===== config.mk =====
export PLATFORM = sky130hd
export DESIGN_NAME = hps_port
export DESIGN_NICKNAME = d
export VERILOG_FILES = /design/src/hps_pkg.sv /design/src/hps_sync_if.sv /design/src/hps_port.sv /design/src/hps_sync.sv
export SDC_FILE = /design/constraint.sdc
export NUM_CORES = 1
export LEC_CHECK = 0
export BUFFER_PORTS_ARGS = -buffer_cell sky130_fd_sc_hd__clkbuf_2
export CORE_ASPECT_RATIO = 1.5
export CORE_UTILIZATION = 52
export CTS_CLUSTER_SIZE = 30
export DETAILED_ROUTE_END_ITERATION = 6
export GPL_TIMING_DRIVEN = 0
export PLACE_DENSITY = 0.8
export SLEW_MARGIN = 20
export SYNTH_ARGS = -nofsm -noshare
export SYNTH_HDL_FRONTEND = slang
export SYNTH_SLANG_ARGS = --single-unit

===== constraint.sdc =====
create_clock -name clk_sys -period 2.55 [get_ports clk_sys]
set_input_delay 0.1275 -clock clk_sys [delete_from_list [all_inputs] [get_ports clk_sys]]
set_output_delay 0.1275 -clock clk_sys [all_outputs]
set_load 0.05 [all_outputs]

===== src/hps_pkg.sv =====
// Purpose: Shared constants and types for the host port handshake block
// Assumes: Core clock of 10 MHz; host side is asynchronous
// Notes:   Host register select codes and status bit positions live here
package hps_pkg;

	// ****************************************
	// Host register select codes
	// ****************************************
	localparam logic [2:0] HPS_SEL_CTRL   = 3'h0;
	localparam logic [2:0] HPS_SEL_VECTOR = 3'h1;
	localparam logic [2:0] HPS_SEL_STATUS = 3'h2;
	localparam logic [2:0] HPS_SEL_RSVD   = 3'h3;
	localparam logic [2:0] HPS_SEL_XHIGH  = 3'h6;
	localparam logic [2:0] HPS_SEL_XLOW   = 3'h7;

	// ****************************************
	// Status byte field positions
	// ****************************************
	localparam int HPS_ST_RXF  = 0;
	localparam int HPS_ST_TXE  = 1;
	localparam int HPS_ST_TRANSMITTER_READY_BIT = 2;
	localparam int HPS_ST_F2   = 3;
	localparam int HPS_ST_F3   = 4;
	localparam int HPS_ST_DMA  = 6;
	localparam int HPS_ST_REQ  = 7;

	// Control byte field positions
	localparam int HPS_CT_F0   = 3;
	localparam int HPS_CT_F1   = 4;
	localparam int HPS_CT_DMA  = 6;

	// Vector byte: command bit on top, vector below
	localparam int HPS_CV_CMD  = 7;
	localparam int HPS_VEC_W   = 6;

	// ****************************************
	// Reset values and timing
	// ****************************************
	localparam logic [7:0]  HPS_BYTE_RST   = 8'h00;
	localparam logic [15:0] HPS_WORD_RST   = 16'h0000;
	localparam int          HPS_CLK_HZ     = 10000000;
	localparam int          HPS_SYNC_STAGES = 2;
	// Settle gap between a strobe edge and the core acting on it
	localparam int          HPS_SETTLE_CYC = 1;

	typedef enum logic [1:0] {
		HPS_IDLE,
		HPS_ACCESS,
		HPS_FINISH
	} hps_acc_e;

endpackage


===== src/hps_sync_if.sv =====
// Purpose: Bundle of raw asynchronous host levels and their synchronised copies
// Assumes: One core clock
// Notes:   Carries levels between the top module and the synchroniser bank
`timescale 1ns/1ps
interface hps_sync_if;
	logic [7:0] raw;
	logic [7:0] synced;
	modport src (output raw, input synced);
	modport snk (input raw, output synced);
endinterface


===== src/hps_port.sv =====
// Purpose: Byte-wide asynchronous host port with flag handshakes
// Assumes: Host strobes are asynchronous; core logic on clk_sys
// Notes:   Host accesses are decoded on the synchronised strobe assertion; writes land after release
//
// Summary of operation
// - Transmit bytes move into core receive word
// - Core sets and clears host-visible status
// - Status stable for long enough strobes
// - Command may be withdrawn, may still run
// - Host-side bits synchronised one by one
// - Core double-reads host flag pair
// - Host inputs synchronised within three quarters
`timescale 1ns/1ps
module hps_port (
	input  wire logic        clk_sys,
	input  wire logic        reset_n,
	input  wire logic        port_enable_strobe_n,
	input  wire logic        dma_acknowledge_strobe_n,
	input  wire logic        port_direction_line,
	input  wire logic [2:0]  port_register_select,
	input  wire logic [7:0]  host_data_in,
	output logic      [7:0]  host_data_out,
	output logic             host_data_oe,
	output logic             host_request_line_n,
	output logic             host_request_line_oe,
	input  wire logic        core_rx_read,
	output logic      [15:0] core_receive_word,
	output logic             core_rx_full,
	input  wire logic        core_tx_write,
	input  wire logic [15:0] core_tx_word,
	output logic             core_tx_empty,
	input  wire logic        core_flag_b3,
	input  wire logic        core_flag_b2,
	input  wire logic        core_dma_mode,
	input  wire logic        core_command_ack,
	output logic             core_command_pending,
	output logic      [5:0]  command_vector_bits,
	output logic             host_flag_b1,
	output logic             host_flag_b0,
	output logic             core_host_dma
);
	import hps_pkg::*;

	// ****************************************
	// State
	// ****************************************
	typedef struct packed {
		hps_acc_e    acc;
		logic        rd;
		logic [2:0]  sel;
		logic [7:0]  wdata;
		logic [7:0]  tx_hi;
		logic [7:0]  tx_lo;
		logic        tx_empty_flag;
		logic [15:0] rx_word;
		logic        rx_word_full;
		logic [7:0]  rx_byte_high;
		logic [7:0]  rx_byte_low;
		logic        rx_full_flag;
		logic        cmd;
		logic [5:0]  vec;
		logic        f1;
		logic        f0;
		logic        dma;
		logic [7:0]  dout;
		logic        oe;
		logic [7:0]  din_meta;
		logic [7:0]  din_stab;
	} hps_state_s;

	hps_state_s s_q;
	hps_state_s s_d;

	hps_sync_if sif ();

	logic strobe;
	logic [7:0] status_byte;

	// ****************************************
	// Input synchronisation
	// ****************************************
	// two-stage sampling
	assign sif.raw = {port_direction_line, port_register_select, 1'b0,
		~dma_acknowledge_strobe_n, ~port_enable_strobe_n, 1'b0};

	hps_sync u_sync (
		.clk_sys (clk_sys),
		.reset_n (reset_n),
		.sif     (sif)
	);

	assign strobe = sif.synced[1] | (s_q.dma & sif.synced[2]);

	function automatic logic is_sel(input logic [2:0] a, input logic [2:0] b);
		return a == b;
	endfunction

	always_comb begin
		status_byte              = HPS_BYTE_RST;
		status_byte[HPS_ST_RXF]  = s_q.rx_full_flag;
		status_byte[HPS_ST_TXE]  = s_q.tx_empty_flag;
		status_byte[HPS_ST_TRANSMITTER_READY_BIT] = s_q.tx_empty_flag & ~s_q.rx_word_full;
		status_byte[HPS_ST_F2]   = core_flag_b2;
		status_byte[HPS_ST_F3]   = core_flag_b3;
		status_byte[HPS_ST_DMA]  = s_q.dma;
		status_byte[HPS_ST_REQ]  = s_q.dma ? (s_q.rx_full_flag | s_q.tx_empty_flag)
			: (s_q.rx_full_flag | s_q.tx_empty_flag);
	end

	// ****************************************
	// Access sequencing
	// ****************************************
	always_comb begin
		s_d = s_q;
		s_d.din_meta = host_data_in;
		s_d.din_stab = s_q.din_meta;
		case (s_q.acc)
			HPS_IDLE: begin
				if (strobe) begin
					s_d.acc = HPS_ACCESS;
					s_d.rd  = sif.synced[7];
					s_d.sel = sif.synced[6:4];
					s_d.oe  = sif.synced[7];
					case (sif.synced[6:4])
						HPS_SEL_STATUS: s_d.dout = status_byte;
						HPS_SEL_VECTOR: s_d.dout = {s_q.cmd, 1'b0, s_q.vec};
						HPS_SEL_CTRL:   s_d.dout = {1'b0, s_q.dma, 1'b0, s_q.f1,
							s_q.f0, 3'h0};
						HPS_SEL_XHIGH:  s_d.dout = s_q.rx_byte_high;
						HPS_SEL_XLOW:   s_d.dout = s_q.rx_byte_low;
						default:        s_d.dout = HPS_BYTE_RST;
					endcase
				end
			end
			HPS_ACCESS: begin
				s_d.wdata = s_q.din_stab;
				if (!strobe) begin
					s_d.acc = HPS_FINISH;
					s_d.oe  = 1'b0;
				end
			end
			HPS_FINISH: begin
				s_d.acc = HPS_IDLE;
				if (!s_q.rd) begin
					case (s_q.sel)
						HPS_SEL_CTRL: begin
							s_d.f0  = s_q.wdata[HPS_CT_F0];
							s_d.f1  = s_q.wdata[HPS_CT_F1];
							s_d.dma = s_q.wdata[HPS_CT_DMA];
						end
						HPS_SEL_VECTOR: begin
							s_d.cmd = s_q.wdata[HPS_CV_CMD];
							s_d.vec = s_q.wdata[HPS_VEC_W-1:0];
						end
						HPS_SEL_XHIGH: s_d.tx_hi = s_q.wdata;
						HPS_SEL_XLOW: begin
							s_d.tx_lo         = s_q.wdata;
							s_d.tx_empty_flag = 1'b0;
						end
						default: s_d = s_d;
					endcase
				end else if (is_sel(s_q.sel, HPS_SEL_XLOW)) begin
					s_d.rx_full_flag = 1'b0;
				end
			end
			default: s_d.acc = HPS_IDLE;
		endcase

		if (!s_q.tx_empty_flag && !s_q.rx_word_full) begin
			s_d.rx_word       = {s_q.tx_hi, s_q.tx_lo};
			s_d.rx_word_full  = 1'b1;
			s_d.tx_empty_flag = 1'b1;
		end
		if (core_rx_read && s_q.rx_word_full) begin
			s_d.rx_word_full = 1'b0;
		end
		if (core_tx_write && !s_q.rx_full_flag) begin
			s_d.rx_byte_high = core_tx_word[15:8];
			s_d.rx_byte_low  = core_tx_word[7:0];
			s_d.rx_full_flag = 1'b1;
		end
		// Host set beats core acknowledge clear: acknowledge only drops a live command
		if (core_command_ack && s_q.cmd && !(s_d.cmd && s_q.acc == HPS_FINISH)) begin
			s_d.cmd = 1'b0;
		end
	end

	always_ff @(posedge clk_sys or negedge reset_n) begin
		if (!reset_n) begin
			s_q               <= '0;
			s_q.acc           <= HPS_IDLE;
			s_q.tx_empty_flag <= 1'b1;
		end else begin
			s_q <= s_d;
		end
	end

	// ****************************************
	// Outputs
	// ****************************************
	assign host_data_out        = s_q.dout;
	assign host_data_oe         = s_q.oe;
	assign host_request_line_n  = 1'b0;
	assign host_request_line_oe = status_byte[HPS_ST_REQ] & ~core_dma_mode;
	assign core_receive_word    = s_q.rx_word;
	assign core_rx_full         = s_q.rx_word_full;
	assign core_tx_empty        = ~s_q.rx_full_flag;
	assign host_flag_b1         = s_q.f1;
	assign host_flag_b0         = s_q.f0;
	assign core_command_pending = s_q.cmd;
	assign command_vector_bits  = s_q.vec;
	assign core_host_dma        = s_q.dma;

endmodule // hps_port


===== src/hps_sync.sv =====
// Purpose: Per-bit two-stage synchroniser bank
// Assumes: Inputs are asynchronous levels
// Notes:   Each bit is resolved alone; no group coherence is implied
`timescale 1ns/1ps
module hps_sync (
	input wire logic clk_sys,
	input wire logic reset_n,
	hps_sync_if.snk  sif
);
	import hps_pkg::*;

	typedef struct packed {
		logic [7:0] meta;
		logic [7:0] stab;
	} hps_sync_s;

	hps_sync_s st_q;
	hps_sync_s st_d;

	// ****************************************
	// Synchroniser stages
	// ****************************************
	// per-bit synchronisation
	always_comb begin
		st_d      = st_q;
		st_d.meta = sif.raw;
		st_d.stab = st_q.meta;
	end

	always_ff @(posedge clk_sys or negedge reset_n) begin
		if (!reset_n) begin
			st_q <= '0;
		end else begin
			st_q <= st_d;
		end
	end

	assign sif.synced = st_q.stab;

endmodule // hps_sync


==> impl_summary.md <==
Cells and area
The number of antenna diodes in the final layout is 0. Fill cells in the final layout number 593. For this run, the post-layout net count is 451. The growth of design area from synthesis to finish is 22.3%. The share of cells above drive strength 1 is 51.0%.

In the final layout, flip-flops and latches occupy 0.00280 mm^2. The share of the core filled with cells is 66.5%. Summing all multi-input logic gate instances after layout gives 0.00133 mm^2. The non-filler instance count after layout is 523.

Logic synthesis
The count of different cell masters after synthesis is 31. In the post-synthesis netlist, the cell with the most instances is dfrtp_1. The synthesized design contains 0 enable-type register cells. The post-synthesis sequential area ratio is ~63%.

The number of nets handed over by synthesis was 347. Summed over its instances, the top area cell type makes up 62.6% of the synthesized netlist area. The count of warnings emitted by yosys is 0. Sorting the synthesized cells by area gives the leading types as dfrtp_1 63%, mux2_2 20%, buf_4 5.4%. The total of flip-flops plus latches after synthesis is approximately 110. The cell count after synthesis is a little over 300. The flip-flop cell with the highest count after synthesis is dfrtp_1. The fraction of synthesis flops using an asynchronous set or reset pin is 100%. The mapped cell area is 0.00443 mm^2. The synthesized area divided by synthesized cell count is 14.4 um^2. By count the netlist is led by 111 x dfrtp_1, 78 x mux2_2, 32 x buf_4, 13 x nor2_1, 11 x a21oi_1. The largest area contributor in the netlist is dfrtp_1.

Routing
The number of nets with antenna violations after detailed routing is 0. The via count is 2,638. The initial DRC count is 115. For this run, design rule violations remaining after detail routing come to 0. The first TritonRoute pass finished after 4 iterations. The total detailed-routing wirelength is 7790 um. Using the TritonRoute via totals, the vias-per-cell ratio works out to 5.04. The routed length per placed instance is 14.9 um.

Critical path
Data on the critical path is required at its endpoint by approximately 2800 ps. Walking the worst path, the cells encountered are clkbuf_1 -> nor2_2 -> buf_2 -> mux2_2. The slowest cell on the critical path is nor2_2. The worst setup path is captured at a flip-flop. The category of the most critical setup path is reg -> reg. The kind of cell with the highest combined delay on the critical path is buffers and inverters. On the worst path, the slowest cell contributes a delay of 380 ps. STA classifies the critical path startpoint as a flip-flop. STA puts the critical path data arrival time at 1960 ps.

The maximum fanout count along the critical path is 10. The number of buffers and inverters on the critical path is 2.

Flow run
Max-cap violations in this run came to 0.

Global route
The number of antenna violations at the first check in global routing is 0. Entering global routing, the biggest net connects 88 pins. The number of global-route vias before repair is 2,674. The leftover overflow at the end of global routing is 0. The first global-routing pass estimated approximately 13,000 um of wire. Global routing used 19.6% of the available tracks.

Clock network
The insertion delay of the later-clocked pin in the worst-skew pair is 340 ps. The post-cts resize count is 0. The root cell of the clock tree is clkbuf_16.

The count of buffers added by post-CTS timing repair for setup is 0. Clock tree synthesis found a total of 112 sinks. Clock-pin slew was measured on the worst setup and hold paths at 70 ps. TritonCTS built the clock tree. Clock tree synthesis inserted a total of 9 buffers. The clock tree buffer depth is 2. The count of H-tree levels built during CTS is 3.

Floorplanning
From bottom edge to top edge, the die measures roughly 120 um. The die is 77.4 um wide. The floorplan row count is 40. The die covers 0.00891 mm^2. For this design the top-level I/O count stands at 77. In this run the standard cell core region covers 0.00816 mm^2. The initial utilization of the core area, before any placement, comes to between 50% and 60%.

Status
The run finished with clean final reports.

Power and ir drop
The design draws 0.00586 W. Summed over all cells, the static leakage comes to 2.68 nW. The ratio of total power to cell area is 1080 mW/mm^2.

Across the VDD grid, the largest voltage drop is 0.638 mV.

Timing
The count of pins over their slew limit is 0. Across the routed clock network, the largest skew measured is between 5 and 6 ps. In this run the tightest slew margin relative to its limit is 53.2%. Derived from the worst setup path, the maximum achievable clock frequency is 576 MHz.

The slew of the pin with the lowest slew margin is 698 ps. The aggregate negative setup slack is 0 ps. The fraction of the cycle the final worst path needs is 68.1%. Setup violations remaining at the end of the flow were counted as 0. The number of hold violations in the final report came to 0.

Setup repair after global routing left no endpoint under its margin. The worst path in the final design needs a cycle of about 1700 ps, including I/O delays and setup.

Place
The half-perimeter wire length after detailed placement is ~5600 um. The congestion estimate from routability-driven global placement came to 0.833. In this run, placement finished with an instance count of 490. During placement, the flow inserted port buffers numbering between 70 and 80.

Worst hold path
The path category of the worst min-delay check is in -> reg.
## layout make-up
type	instances	area share [%]
Sequential cell	112	51.7
Multi-Input combinational cell	150	24.4
Timing Repair Buffer	93	10.7
Buffer	43	5.35
Clock buffer	10	4.22
Tap cell	105	2.42
Clock inverter	6	0.854
Inverter	4	0.277
## layer usage
| metal | vias to the layer above | global-route usage (%) | share of wire, % |
|---|---|---|---|
| met1 | 1314 | 23.9 | 43 |
| met3 | 11 | 4.05 | 3.7 |
| li1 | 1249 | - | - |
| met2 | 64 | 33.2 | 52 |
| met5 | - | 0 | 0 |
| met4 | 0 | 9.56 | 2.1 |
## worst reg2reg max path, cell delays in order, from the launching register on
cell and delay [ps]:
dfstp_2 360, clkbuf_1 170, nor2_2 380, buf_2 340
mux2_2 370
## worst paths after layout
path | startpoint | to | cells past startpoint | slack, ps
worst max-delay path | s_q[69] | core_receive_word[10] | 4 | 810
worst min-delay path | core_tx_word[2] | s_q[38] | 2 | 20
worst max register to register | s_q[69] | core_receive_word[10] | 4 | 810
worst min register to register | s_q[10] | s_q[2] | 0 | 350
max in group asynchronous | reset_n | s_q[69] | 3 | 1630
min in group asynchronous | reset_n | u_sync.st_d[4] | 2 | 230
## metrics by stage
stage	worst slack [ps]	instance area (um^2)	hold slack (ps)
5_1_grt	701	5420	9.52
6_report	813	5420	17.0
3_5_place_dp	799	4980	20.8
2_1_floorplan	783	4430	-168
4_1_cts	782	5420	5.08
3_3_place_gp	-134	4940	237
## cell usage in the layout (no fill, tap or decap)
cell / n
nor3_4: 1
buf_4: 32
nand2_1: 5
buf_2: 7
clkbuf_16: 9
a22o_1: 3
clkbuf_8: 1
dfrtp_1: 111
nor2_1: 13
nor4bb_1: 1
a31oi_1: 4
inv_1: 4
buf_16: 1
nor2_2: 1
and4b_1: 1
nand3b_1: 3
a21oi_1: 11
mux2i_1: 5
nor3_2: 1
and2_0: 1
a22oi_1: 2
clkinv_4: 1
nor2b_1: 4
nor3b_2: 1
clkbuf_1: 5
mux2_2: 78
nand3_1: 2
o32a_1: 1
and3b_1: 1
dfstp_2: 1
clkbuf_2: 74
nand2b_1: 3
dlygate4sd3_1: 17
o21ai_0: 5
o22ai_1: 1
conb_1: 1
clkinvlp_4: 5
and2_1: 1
## cell families after synthesis
family / Yosys count / share of synthesized area (%)
flip-flops: 112 / 63.2
multiplexers: 83 / 20.9
buffers and inverters: 47 / 6.88
AND/OR/NAND/NOR: 39 / 5.19
AO/OA/AOI/OAI: 27 / 3.67
other: 1 / 0.0846
## registers in the layout, summed over array words and instances (netlist names)
register / flops
command_vector_bits: 6
core_command_pending: 1
core_host_dma: 1
core_receive_word: 16
core_rx_full: 1
host_data_oe: 1
host_data_out: 8
host_flag_b0: 1
host_flag_b1: 1
s_q: 64
u_sync.sif.synced: 6
u_sync.st_d: 6
## where the power goes
group,total (W),switching (W),internal [W],leakage (nW)
Sequential,0.00270,0.000381,0.00232,1.40
Combinational,0.00188,0.00107,0.000816,1.16
Clock,0.00128,0.000612,0.000664,0.117
## repair_timing
action / in CTS / in global routing
hold endpoints to repair: 41 / 0
setup endpoints to repair: 0 / 0
hold buffers: 17 / 0
No activity file was read; power rests on OpenSTA's default activity.
